**src/shared/acs_pkg.sv**
```systemverilog
// constants shared by both ends of the converter control link
package acs_pkg;
  localparam int FRAME_BITS = 16;
  localparam int MUX_EDGE = 14;
  localparam int DATA_BITS = 12;
  // control word bit positions, reset values and power mode codes
  localparam int WR_BIT = 15;
  localparam int SEQ_BIT = 14;
  localparam int ADDR_LSB = 10;
  localparam int PM_LSB = 8;
  localparam int SHADOW_BIT = 7;
  localparam int RANGE_BIT = 5;
  localparam int CODING_BIT = 4;
  localparam int CTRL_LSB = 4;
  localparam logic [10:0] CTRL_RESET = 11'h030;
  localparam logic [15:0] MASK_RESET = 16'h0000;
  localparam logic [1:0] PM_NORMAL = 2'h3;
  localparam logic [1:0] PM_FULL_DOWN = 2'h2;
  localparam logic [1:0] PM_AUTO_DOWN = 2'h1;
  localparam logic [1:0] PM_INVALID = 2'h0;
  // timing
  localparam int CLK_PERIOD_NS = 40;
  localparam int WAKE_TIME_NS = 1000;
  localparam int WAKE_CYCLES = (WAKE_TIME_NS + CLK_PERIOD_NS - 1) /
                               CLK_PERIOD_NS;
  localparam int SCLK_HALF = 4;
  // host register map
  localparam logic [3:0] CMD_OFFSET = 4'h0;
  localparam logic [3:0] STATUS_OFFSET = 4'h4;
  localparam logic [3:0] RXDATA_OFFSET = 4'h8;
  localparam int STAT_BUSY_BIT = 0;
  localparam int STAT_REFUSED_BIT = 1;
  localparam logic [1:0] RESP_OKAY = 2'h0;
  localparam logic [1:0] RESP_SLVERR = 2'h2;
endpackage

```
**src/shared/acs_link_if.sv**
```systemverilog
// serial link between host controller and converter
`timescale 1ns/1ps
interface acs_link_if;
  logic cs_n;
  logic sclk;
  logic din;
  logic dout;
  modport dev (input cs_n, input sclk, input din, output dout);
  modport host (output cs_n, output sclk, output din, input dout);
endinterface

```
**src/logic/acs_host.sv**
```systemverilog
// host end: AXI4-Lite command registers driving the serial link
`timescale 1ns/1ps
module acs_host
  import acs_pkg::*;
#(
  parameter int HALF_CYCLES = SCLK_HALF,
  parameter int GAP_CYCLES = WAKE_CYCLES
) (
  // clock and reset
  input wire logic aclk,
  input wire logic aresetn,
  // AXI4-Lite write
  input wire logic [3:0] awaddr,
  input wire logic awvalid,
  output logic awready,
  input wire logic [31:0] wdata,
  input wire logic [3:0] wstrb,
  input wire logic wvalid,
  output logic wready,
  output logic [1:0] bresp,
  output logic bvalid,
  input wire logic bready,
  // AXI4-Lite read
  input wire logic [3:0] araddr,
  input wire logic arvalid,
  output logic arready,
  output logic [31:0] rdata,
  output logic [1:0] rresp,
  output logic rvalid,
  input wire logic rready,
  // serial link
  acs_link_if.host link
);
  typedef enum {ST_IDLE, ST_LEAD, ST_SHIFT, ST_GAP} acs_state_t;

  acs_state_t state_reg;
  logic [15:0] cnt_reg;
  logic [3:0] bit_reg;
  logic [15:0] tx_reg;
  logic [15:0] rx_reg;
  logic cs_n_reg;
  logic sclk_reg;
  logic din_reg;
  logic [1:0] dout_q;
  logic mask_next_reg;
  logic refused_reg;
  logic aw_held_reg;
  logic w_held_reg;
  logic [3:0] awaddr_reg;
  logic [15:0] wdata_reg;
  logic bvalid_reg;
  logic [1:0] bresp_reg;
  logic rvalid_reg;
  logic [31:0] rdata_reg;
  logic [1:0] rresp_reg;

  wire busy = state_reg != ST_IDLE;
  wire do_write = aw_held_reg & w_held_reg & ~bvalid_reg;
  wire cmd_hit = awaddr_reg == CMD_OFFSET;
  wire bad_pm = !mask_next_reg && wdata_reg[WR_BIT] &&
                wdata_reg[PM_LSB +: 2] == PM_INVALID;
  wire cmd_ok = do_write && cmd_hit && !busy && !bad_pm;
  wire cmd_bad = do_write && cmd_hit && (busy || bad_pm);
  wire half_done = cnt_reg == 16'(HALF_CYCLES - 1);
  wire ar_take = arvalid & ~rvalid_reg;
  wire rd_cmd = araddr == CMD_OFFSET;
  wire rd_stat = araddr == STATUS_OFFSET;
  wire rd_rx = araddr == RXDATA_OFFSET;
  wire [31:0] stat_word = {30'h0, refused_reg, busy};
  wire [31:0] rd_word = rd_stat ? stat_word :
                        rd_rx ? {16'h0, rx_reg} :
                        rd_cmd ? {16'h0, wdata_reg} : 32'h0;

  assign awready = ~aw_held_reg & ~bvalid_reg;
  assign wready = ~w_held_reg & ~bvalid_reg;
  assign bvalid = bvalid_reg;
  assign bresp = bresp_reg;
  assign arready = ~rvalid_reg;
  assign rvalid = rvalid_reg;
  assign rdata = rdata_reg;
  assign rresp = rresp_reg;
  assign link.cs_n = cs_n_reg;
  assign link.sclk = sclk_reg;
  assign link.din = din_reg;

  // write channels, taken in either order
  always_ff @(posedge aclk) begin
    if (!aresetn) begin
      aw_held_reg <= 1'b0;
      w_held_reg <= 1'b0;
      awaddr_reg <= 4'h0;
      wdata_reg <= 16'h0000;
      bvalid_reg <= 1'b0;
      bresp_reg <= RESP_OKAY;
    end else begin
      if (awvalid && awready) begin
        aw_held_reg <= 1'b1;
        awaddr_reg <= awaddr;
      end
      if (wvalid && wready) begin
        w_held_reg <= 1'b1;
        wdata_reg <= {wstrb[1] ? wdata[15:8] : 8'h00,
                      wstrb[0] ? wdata[7:0] : 8'h00};
      end
      if (do_write) begin
        aw_held_reg <= 1'b0;
        w_held_reg <= 1'b0;
        bvalid_reg <= 1'b1;
        bresp_reg <= cmd_hit ? RESP_OKAY : RESP_SLVERR;
      end else if (bready) begin
        bvalid_reg <= 1'b0;
      end
    end
  end

  // read channel
  always_ff @(posedge aclk) begin
    if (!aresetn) begin
      rvalid_reg <= 1'b0;
      rdata_reg <= 32'h0;
      rresp_reg <= RESP_OKAY;
    end else if (ar_take) begin
      rvalid_reg <= 1'b1;
      rdata_reg <= rd_word;
      rresp_reg <= (rd_cmd || rd_stat || rd_rx) ? RESP_OKAY : RESP_SLVERR;
    end else if (rready) begin
      rvalid_reg <= 1'b0;
    end
  end

  // command bookkeeping
  always_ff @(posedge aclk) begin
    if (!aresetn) begin
      refused_reg <= 1'b0;
      mask_next_reg <= 1'b0;
    end else if (cmd_bad) begin
      refused_reg <= 1'b1;
    end else if (cmd_ok) begin
      refused_reg <= 1'b0;
      mask_next_reg <= !mask_next_reg && wdata_reg[WR_BIT] &&
                       !wdata_reg[SEQ_BIT] && wdata_reg[SHADOW_BIT];
    end
  end

  // link sequencer: sclk idles high, falls to shift
  always_ff @(posedge aclk) begin
    if (!aresetn) begin
      dout_q <= 2'h0;
      state_reg <= ST_IDLE;
      cnt_reg <= 16'h0000;
      bit_reg <= 4'h0;
      tx_reg <= 16'h0000;
      rx_reg <= 16'h0000;
      cs_n_reg <= 1'b1;
      sclk_reg <= 1'b1;
      din_reg <= 1'b0;
    end else begin
      dout_q <= {dout_q[0], link.dout};
      cnt_reg <= 16'(cnt_reg + 16'h0001);
      case (state_reg)
        ST_IDLE: begin
          cnt_reg <= 16'h0000;
          if (cmd_ok) begin
            state_reg <= ST_LEAD;
            tx_reg <= wdata_reg;
            din_reg <= wdata_reg[15];
            cs_n_reg <= 1'b0;
            bit_reg <= 4'h0;
          end
        end
        ST_LEAD: begin
          if (half_done) begin
            state_reg <= ST_SHIFT;
            cnt_reg <= 16'h0000;
          end
        end
        ST_SHIFT: begin
          if (half_done) begin
            cnt_reg <= 16'h0000;
            sclk_reg <= ~sclk_reg;
            if (sclk_reg) begin
              rx_reg <= {rx_reg[14:0], dout_q[1]};
            end else if (bit_reg == 4'hF) begin
              state_reg <= ST_GAP;
              cs_n_reg <= 1'b1;
            end else begin
              bit_reg <= 4'(bit_reg + 4'h1);
              tx_reg <= {tx_reg[14:0], 1'b0};
              din_reg <= tx_reg[14];
            end
          end
        end
        ST_GAP: begin
          if (cnt_reg == 16'(GAP_CYCLES - 1))
            state_reg <= ST_IDLE;
        end
        default: state_reg <= ST_IDLE;
      endcase
    end
  end
endmodule

```
**src/flat_wrapper.sv**
```systemverilog
// flat-port wrapper written by rule: the top's interface ports become plain ports
module acs_host_flat import acs_pkg::*;
#(
  parameter int HALF_CYCLES = SCLK_HALF,
  parameter int GAP_CYCLES = WAKE_CYCLES
)
  (aclk, aresetn, awaddr, awvalid, awready, wdata, wstrb, wvalid, wready, bresp, bvalid, bready, araddr, arvalid, arready, rdata, rresp, rvalid, rready, link_cs_n, link_sclk, link_din, link_dout);
  acs_link_if link_i ();
  input wire logic aclk;
  input wire logic aresetn;
  input wire logic [3:0] awaddr;
  input wire logic awvalid;
  output logic awready;
  input wire logic [31:0] wdata;
  input wire logic [3:0] wstrb;
  input wire logic wvalid;
  output logic wready;
  output logic [1:0] bresp;
  output logic bvalid;
  input wire logic bready;
  input wire logic [3:0] araddr;
  input wire logic arvalid;
  output logic arready;
  output logic [31:0] rdata;
  output logic [1:0] rresp;
  output logic rvalid;
  input wire logic rready;
  output wire logic [$bits(link_i.cs_n)-1:0] link_cs_n;
  output wire logic [$bits(link_i.sclk)-1:0] link_sclk;
  output wire logic [$bits(link_i.din)-1:0] link_din;
  input wire logic [$bits(link_i.dout)-1:0] link_dout;
  assign link_cs_n = link_i.cs_n;
  assign link_sclk = link_i.sclk;
  assign link_din = link_i.din;
  assign link_i.dout = link_dout;
  acs_host #(.HALF_CYCLES(HALF_CYCLES), .GAP_CYCLES(GAP_CYCLES)) u_core (.aclk(aclk), .aresetn(aresetn), .awaddr(awaddr), .awvalid(awvalid), .awready(awready), .wdata(wdata), .wstrb(wstrb), .wvalid(wvalid), .wready(wready), .bresp(bresp), .bvalid(bvalid), .bready(bready), .araddr(araddr), .arvalid(arvalid), .arready(arready), .rdata(rdata), .rresp(rresp), .rvalid(rvalid), .rready(rready), .link(link_i));
endmodule
```
**config.mk**
```make
export PLATFORM = sky130hd
export DESIGN_NAME = acs_host_flat
export DESIGN_NICKNAME = d
export VERILOG_FILES = /design/src/shared/acs_pkg.sv /design/src/shared/acs_link_if.sv /design/src/logic/acs_host.sv /design/src/flat_wrapper.sv
export SDC_FILE = /design/constraint.sdc
export NUM_CORES = 1
export LEC_CHECK = 0
export BUFFER_PORTS_ARGS = -buffer_cell sky130_fd_sc_hd__buf_2
export CORE_MARGIN = 2
export CORE_UTILIZATION = 29
export DETAILED_ROUTE_END_ITERATION = 12
export HOLD_SLACK_MARGIN = 0.08
export PLACE_DENSITY_LB_ADDON = 0.12
export SYNTH_ARGS = -nofsm -noshare
export SYNTH_HDL_FRONTEND = slang
export SYNTH_SLANG_ARGS = --single-unit
```
**constraint.sdc**
```tcl
create_clock -name aclk -period 5 [get_ports aclk]
set_input_delay 0.25 -clock aclk [delete_from_list [all_inputs] [get_ports aclk]]
set_output_delay 0.25 -clock aclk [all_outputs]
set_load 0.02 [all_outputs]
```
==> results of run 1 <==
==> where the power goes <==
group | switching (µW) | total, µW | internal (µW)
Clock | 306 | 657 | 351
Combinational | 223 | 336 | 113
Sequential | 39.5 | 917 | 877
==> critical path: cells and delay by family (launching register included) <==
| kind | cells | cell delay (ns) |
|---|---|---|
| AO/OA/AOI/OAI | 2 | 0.42 |
| adder cells (fa/ha/maj) | 1 | 0.25 |
| flip-flops | 1 | 0.37 |
| AND/OR/NAND/NOR | 3 | 1.88 |
==> cell usage after synthesis (all sizes together), types with 2 or more instances <==
library cell	instances	area [µm²]
a211oi	15	113
nor3	7	35.0
a21o	2	16.3
xor2	5	43.8
o21ai	11	55.1
nand3	25	125
and2	5	31.3
dfxtp	102	2040
nand2	66	248
mux2i	23	230
nor2	62	233
or4	7	60.1
inv	12	45.0
nand4	6	37.5
nor4b	3	26.3
a21oi	68	340
xnor2	9	78.8
nand3b	2	15.0
ha	7	87.6
nor4	3	18.8
buf	27	194
a22oi	16	120
nor2b	2	12.5
a221oi	2	17.5
and3	3	18.8
nand2b	4	25.0
clkbuf	24	120
==> worst paths after layout <==
path	slack [ns]	to	cells past startpoint	startpoint
max	1.92	u_core.bit_reg[3]	6	u_core.cnt_reg[0]
min	0.11	u_core.dout_q[0]	2	link_dout
max reg2reg	1.92	u_core.bit_reg[3]	6	u_core.cnt_reg[0]
min reg2reg	0.44	u_core.dout_q[1]	1	u_core.dout_q[0]
==> logic make-up (layout without fill, tap and decap cells) <==
family / Yosys count / count (layout) / share of synthesized area
and+or+nand+nor: 198 / 198 / 0.203
AOI/OAI and AO/OA: 122 / 122 / 0.164
DFF: 102 / 102 / 0.454
buffers and inverters: 64 / 91 / 0.0806
muxes: 23 / 23 / 0.0512
xor gates and xnor gates: 14 / 14 / 0.0272
adders and majority gates: 7 / 7 / 0.0195
other: 1 / 18 / 0.000833
==> through the flow <==
stage	hold WS (ns)	setup WS, ns	instances	cell area (µm²)	power, µW
after floorplan	0.377	2.54	548	4560	1200
after CTS	0.0886	1.93	763	5100	1950
after global routing	0.0955	1.67	763	5100	2030
after detailed placement	0.428	1.92	748	4820	1280
after global placement	0.421	1.99	748	4820	1270
final	0.106	1.92	763	5100	1910
==> routing by layer <==
layer / part of all wire / vias up
met4: 0.010 / 0
li1: - / 1884
met2: 0.44 / 77
met1: 0.50 / 1729
met5: 0 / -
met3: 0.047 / 9
==> area by class of cell <==
class                      instances  area (µm²)  area share
clock buffer                      11         243      0.0476
clock inverter                     4        33.8     0.00662
inverter                          13        48.8     0.00957
multi-input combinational        382        2170       0.426
sequential                       102        2040       0.400
tap                              188         235      0.0461
timing repair buffer              63         325      0.0638
==> results.cfg, run 1 <==
[power]
power.density_nw_per_um2 = 375
irDropWorstVdd_mv = 0.180
p_leak_uw = 0.00183

[placement]
portBuffers = 59
gp_congestion = 0.753
dp_hpwl_um = 8130

[grt]
grt_pass1_vias = 3511
grtUsageMet2 = 0.211
grt_pass1_wl_um = 18400
grt_use_met1 = 0.203
grt_max_degree = 49
grtUsageTotal = 0.143
grt-ovfl-total = 0
top_usage_layer = met2
antenna_found_initial = 0
grt_util_met3 = 0.0412

[setup_path]
end_kind = flip-flop
slowest_stage = nor2_1
cp.arrival_ns = 3.25
crit_chain = ha_1 -> or3b_1 -> or4_4 -> a2bb2oi_2 -> nor2_1 -> o221ai_1
cp.required_ns = 5.18
cp_max_fo = 16
critPathMaxStageDelay_ns = 0.89
start_kind = flip-flop
worst-setup-path-type = flip-flop to flip-flop

[timing]
skew_ns = 0.00917
relSlewSlack = 0.156
fmax_ghz = 0.325
fin_crit_ns = 3.08
hold_viol = 0
finalSetupTns_ns = 0
grt_setup_unrepaired = false
finalSetupViolations = 0
finalCritPeriodShare = 0.615
slew_viol_final = 0
tightest_slew_ns = 1.26

[synthesis]
seq_area_frac_synth = 0.454
netlist_area_um2 = 4500
synth_area_per_cell_um2 = 8.48
synth-async-reset-ratio = 0
yosysUniqueCellTypes = 46
synthCells = 531
dominantRegCellSynth = dfxtp_1
ys_warn_count = 0
ys_seq_elements = 102
synth_edf_count = 0

[clock_network]
cts_setup_buffers = 0
ctsResizeCount = 0
cts_tree = yes
root_buffer = clkbuf_16
htreeDepth = 3
cts_buffers = 9
cts.reportedPaths.clkPinSlew_ns = 0.07
clk_latency_ns = 0.35
ctsHoldBuffers = 0
clock_sinks = 102
clockBufferDepth = 2

[die]
initial_core_util = 0.296
die-area_um2 = 16500
ios = 96
dieHeight_um = 129
die_x_um = 129
core.rowCount = 45
core-area_um2 = 15200

[routing]
routed_wl_um = 11400
viasPerCell = 4.85
wl_per_cell_um = 14.9
drtAntennaViolNets = 0
drtIter0Drc = 210
dr.pass1.iters = 4
vias = 3699
drcViolationCount = 0

[finish]
utilization = 0.335
final_common_cell = dfxtp_1
final_cell_mix = dfxtp_1 (102), a21oi_1 (68), nand2_1 (66)
fillCellCount = 1620
syn_to_final_growth_pct = 13.3
fin_nets = 630
n_antenna_cell = 0
drive_gt1_frac = 0.148

[hold_path]
min_path_type = input port to flip-flop

[outcome]
status = finished clean

[run]
cap_violations = 0
No activity file was read; power rests on OpenSTA's default activity.
==> run 2: changes to the inputs <==
Settings changed: ABC_AREA set to 1.
Clock period 5 ns to 3.05 ns, I/O delays scaled along.
==> run 2 against run 1 <==
Combinational power increased by 100%. Count of clock-buffer cells in the layout decreased by 1. Sequential power rose by 61%. Setup slack worse by 0.97 ns. Worst hold slack got worse by 0.0055 ns. Wire length shrank 1.6%. Global-route usage decreased by 0.47 points. Die area increased by 2.2%. Critical endpoint is now u_core.tx_reg[2]. Largest power group unchanged.
==> results.cfg, run 2 <==
[clock_network]
cts_setup_buffers = 0
cts.reportedPaths.clkPinSlew_ns = 0.07
htreeDepth = 3
cts_tree = yes
clk_latency_ns = 0.35
ctsResizeCount = 0
root_buffer = clkbuf_16
cts_buffers = 9
clock_sinks = 102
clockBufferDepth = 2

[finish]
fin_nets = 731
n_antenna_cell = 0
syn_to_final_growth_pct = 16.2
final_cell_mix = dfxtp_1 (102), nand2_1 (89), nor2_1 (87)
utilization = 0.341
final_common_cell = dfxtp_1
drive_gt1_frac = 0.167

[power]
total_power_uw = 3320
power.density_nw_per_um2 = 621
p_leak_uw = 0.00218
irDropWorstVdd_mv = 0.327

[placement]
dp_hpwl_um = 7720
gp_congestion = 0.760
portBuffers = 59
preCtsSetupSlack_ns = 0.965

[setup_path]
r2r_start = u_core.state_reg[0]
cp.arrival_ns = 2.33
crit_chain = inv_1 -> ha_1 -> nor2_1 -> inv_2 -> nand2_1 -> nor2_2 -> nand3_2 -> buf_4 -> inv_2 -> o21ai_0 -> nor2_1
crit_start = u_core.state_reg[0]
crit_buf_inv = 4
r2r-end = u_core.tx_reg[2]
slowest_stage = dfxtp_1
endpoint = u_core.tx_reg[2]
cp_top_family = buffers and inverters
worst-setup-path-type = flip-flop to flip-flop
end_kind = flip-flop
cp_max_fo = 20
ff2ff_path_depth = 11
path_depth = 11
critPathMaxStageDelay_ns = 0.38
reg2reg_slack_ns = 0.96
cp.required_ns = 3.29
start_kind = flip-flop

[routing]
wl_per_cell_um = 12.5
met1_length_um = 5870
drcViolationCount = 0
viasPerCell = 4.44
vias = 3962
wl_met2_um = 4700
drtIter0Drc = 207
highest_layer = met4
drtAntennaViolNets = 0
route.met3.wl_um = 433
dr.pass1.iters = 6
routed_wl_um = 11200

[grt]
grt_max_degree = 52
grt_pass1_vias = 3698
grtUsageTotal = 0.138
grt_pass1_wl_um = 18300
antenna_found_initial = 0
grt-ovfl-total = 0

[synthesis]
synth.most_common_cell = dfxtp_1
synthCells = 621
synth_edf_count = 0
synth_area_per_cell_um2 = 7.41
netlist_area_um2 = 4600
synth-async-reset-ratio = 0
ys_seq_elements = 102
ys_warn_count = 0
yosys.area.top_type = dfxtp_1
yosys.area.top_type_share = 0.443
yosysUniqueCellTypes = 36
dominantRegCellSynth = dfxtp_1
synthTopCellsByCount = dfxtp_1 (102), nand2_1 (89), nor2_1 (87)
synth.area.top_cells = dfxtp_1 (44%), nand2_1 (7.3%), nor2_1 (7.1%), a21oi_1 (6.3%), o21ai_0 (5.4%)
seq_area_frac_synth = 0.443

[timing]
grt_setup_unrepaired = false
relSlewSlack = 0.368
finalSetupViolations = 0
hold_viol = 0
fmax_ghz = 0.478
finalSetupTns_ns = 0
fin_ws_ns = 0.958
finalCritPeriodShare = 0.686
skew_ns = 0.0106
tightest_slew_ns = 0.942
fin_crit_ns = 2.09
slew_viol_final = 0

[run]
cap_violations = 0

[die]
core.rowCount = 46
die_x_um = 130
core-area_um2 = 15700
initial_core_util = 0.293
die-area_um2 = 16900
ios = 96
dieHeight_um = 130

[hold_path]
min_path_type = input port to flip-flop
whs_path_depth = 3

[outcome]
status = finished clean
-- run 2: per-stage QoR --
step                      instance area, µm²  hold WS, ns  std cells
after CTS                               5350       0.0853        893
final                                   5350        0.100        893
after global placement                  4990        0.337        871
after global routing                    5350        0.115        893
after detailed placement                4990        0.345        871
after floorplan                         4670        0.250        638
-- run 2: worst min-delay path by stage --
stage / start / end / slack, ns
after CTS: awaddr[1] / u_core.awaddr_reg[1] / 0.09
after floorplan: link_dout / u_core.dout_q[0] / 0.25
after global routing: rready / u_core.rvalid / 0.11
after detailed placement: link_dout / u_core.dout_q[0] / 0.34
after global placement: link_dout / u_core.dout_q[0] / 0.34
final: awaddr[1] / u_core.awaddr_reg[1] / 0.10
-- run 2: cell type report --
type,instances,area [µm²]
fill,1747,10400
multi-input combinational,421,2090
sequential,102,2040
timing repair buffer,70,393
tap,216,270
inverter,68,255
clock buffer,10,229
clock inverter,6,70.1
-- run 2: cells by family (layout without fill, tap and decap cells) --
family | count (synthesis) | count (layout) | synth area share
simple gates | 233 | 233 | 0.218
compound gates | 151 | 151 | 0.179
buf+inv | 115 | 154 | 0.116
flops | 102 | 102 | 0.443
xor+xnor | 12 | 12 | 0.0228
fa+ha+maj | 7 | 7 | 0.0190
other cells | 1 | 18 | 0.000814
-- run 2: what timing repair did --
item	4_1_cts	5_1_grt
endpoints found under the setup margin	0	0
hold buffers	6	0
hold endpoints to repair	6	0
-- run 2: tightest hold or removal path, stage by stage --
cell     delay (ns)
buf_2          0.07
o21ai_0        0.09
nor2_1         0.09
-- run 2: where the power goes --
group | internal [µW] | total (µW) | switching [µW]
sequential | 1430 | 1480 | 52.3
clock | 644 | 1170 | 521
combinational | 205 | 674 | 469
total | 2280 | 3320 | 1040
-- run 2: metal layers --
layer | global-route usage | vias up
met5 | 0 | -
met4 | 0.0601 | 0
met3 | 0.0242 | 12
met2 | 0.203 | 62
met1 | 0.198 | 1809
li1 | - | 2079
==> run 3: changes to the inputs <==
Clock period 3.05 ns to 2.1 ns, I/O delays scaled along.
==> run 3 against run 2 <==
Global-route usage decreased by 0.25 points. Final cell count grew 2.2%. Count of clock-buffer cells in the layout rose by 1. Worst hold slack worse by 0.0092 ns. Critical endpoint is now u_core.tx_reg[5].
==> results.cfg, run 3 (synthesis results as in run 2) <==
[die]
core.rowCount = 46
core-area_um2 = 15700
initial_core_util = 0.293
dieHeight_um = 130
die-area_um2 = 16900
die_x_um = 130
ios = 96

[placement]
placed_area_um2 = 5050
portBuffers = 59
dp_hpwl_um = 7770
gp_congestion = 0.766

[outcome]
status = finished clean

[timing]
finalSetupViolations = 0
skew_ns = 0.0115
finalSetupTns_ns = 0
relSlewSlack = 0.574
hold_viol = 0
fmax_ghz = 0.524
fin_crit_ns = 1.91
hold_slack_ns = 0.0910
slew_viol_final = 0
grt_setup_unrepaired = false
tightest_slew_ns = 0.638
finalCritPeriodShare = 0.908

[finish]
syn_to_final_growth_pct = 20.0
drive_gt1_frac = 0.169
final_cell_mix = dfxtp_1 (102), nand2_1 (89), nor2_1 (87)
utilization = 0.352
fillCellCount = 1657
design_area_um2 = 5530
regArea_um2 = 2040
multi_input_area_um2 = 2090
fin_nets = 751
n_antenna_cell = 0
final_common_cell = dfxtp_1

[setup_path]
cp_max_fo = 17
start_kind = flip-flop
worst-setup-path-type = flip-flop to flip-flop
cp.arrival_ns = 2.19
cp.required_ns = 2.39
end_kind = flip-flop

[hold_path]
min_path_type = input port to flip-flop

[clock_network]
root_buffer = clkbuf_16
cts_setup_buffers = 0
clk_latency_ns = 0.35
clock_sinks = 102
cts_tree = yes
htreeDepth = 3
clockBufferDepth = 2
cts_buffers = 9
cts.reportedPaths.clkPinSlew_ns = 0.07

[routing]
drtAntennaViolNets = 0
vias = 3962
viasPerCell = 4.34
dr.pass1.iters = 4
routed_wl_um = 11100
drcViolationCount = 0
wl_per_cell_um = 12.1
drtIter0Drc = 197

[power]
power.density_nw_per_um2 = 861
power.switching_uw = 1530
irDropWorstVdd_mv = 0.425
p_leak_uw = 0.00226
seqPwrFrac = 0.452
power.share.switching = 0.321
pwr-share-clk = 0.334
intPower_uw = 3230
pwr-share-comb = 0.214
total_power_uw = 4760

[grt]
grt_pass1_wl_um = 18000
grtUsageTotal = 0.136
grt-ovfl-total = 0
grt_max_degree = 36
antenna_found_initial = 0
grt_pass1_vias = 3786

[run]
cap_violations = 0
==> run 3: changes by cell type in the layout (fill, tap and decap cells not counted), sizes merged <==
cell	before	now
bufinv	1	0
clkbuf	10	11
dlygate4sd3	6	20
buf	64	70
==> run 3: power groups by stage <==
stage | sequential (µW) | combinational [µW] | clock (µW)
2_1_floorplan | 2200 | 793 | 0
3_3_place_gp | 2190 | 991 | 0
3_5_place_dp | 2190 | 1000 | 0
5_1_grt | 2170 | 1150 | 1720
6_report | 2150 | 1020 | 1590
4_1_cts | 2150 | 1040 | 1660
==> run 3: final timing paths <==
| kind | startpoint | endpoint | slack, ns | cells after the start |
|---|---|---|---|---|
| hold / removal | wstrb[0] | u_core.wdata_reg[0] | 0.09 | 3 |
| hold reg to reg | u_core.dout_q[0] | u_core.dout_q[1] | 0.42 | 2 |
| setup / recovery | u_core.state_reg[0] | u_core.tx_reg[5] | 0.19 | 10 |
| setup reg to reg | u_core.state_reg[0] | u_core.tx_reg[5] | 0.19 | 10 |
==> run 3: metrics by stage <==
step,setup WS (ns),instances
2_1_floorplan,0.465,638
3_3_place_gp,0.249,877
3_5_place_dp,0.201,877
4_1_cts,0.178,913
5_1_grt,0.00939,913
6_report,0.193,913
==> run 3: worst max-delay path: stages (launching register included) <==
cell and delay, ns:
dfxtp_1 0.34, inv_1 0.09, ha_1 0.34, nor2_1 0.13
inv_2 0.07, nand2_1 0.05, nor2_2 0.19, nand3_2 0.16
inv_2 0.27, o21ai_0 0.12, nor2_1 0.09
==> run 3: final cells by class <==
type                       count  area share
inverter                      68      0.0462
multi-input combinational    421       0.379
clock inverter                 5     0.00792
tap                          216      0.0489
clock buffer                  11      0.0421
sequential                   102       0.369
timing repair buffer          90       0.107
==> run 3: per-layer routing <==
metal  wire length, µm  vias to the layer above  global-route usage
li1                  -                     2121                   -
met1              5810                     1761               0.187
met2              4690                       68               0.208
met3               384                       12              0.0242
met4               203                        0              0.0588
met5                 0                        -                   0
==> run 3: repair_timing <==
| item | CTS | global route |
|---|---|---|
| endpoints found under the hold margin | 20 | 0 |
| hold buffers | 20 | 0 |
| gates resized for setup | 0 | 0 |
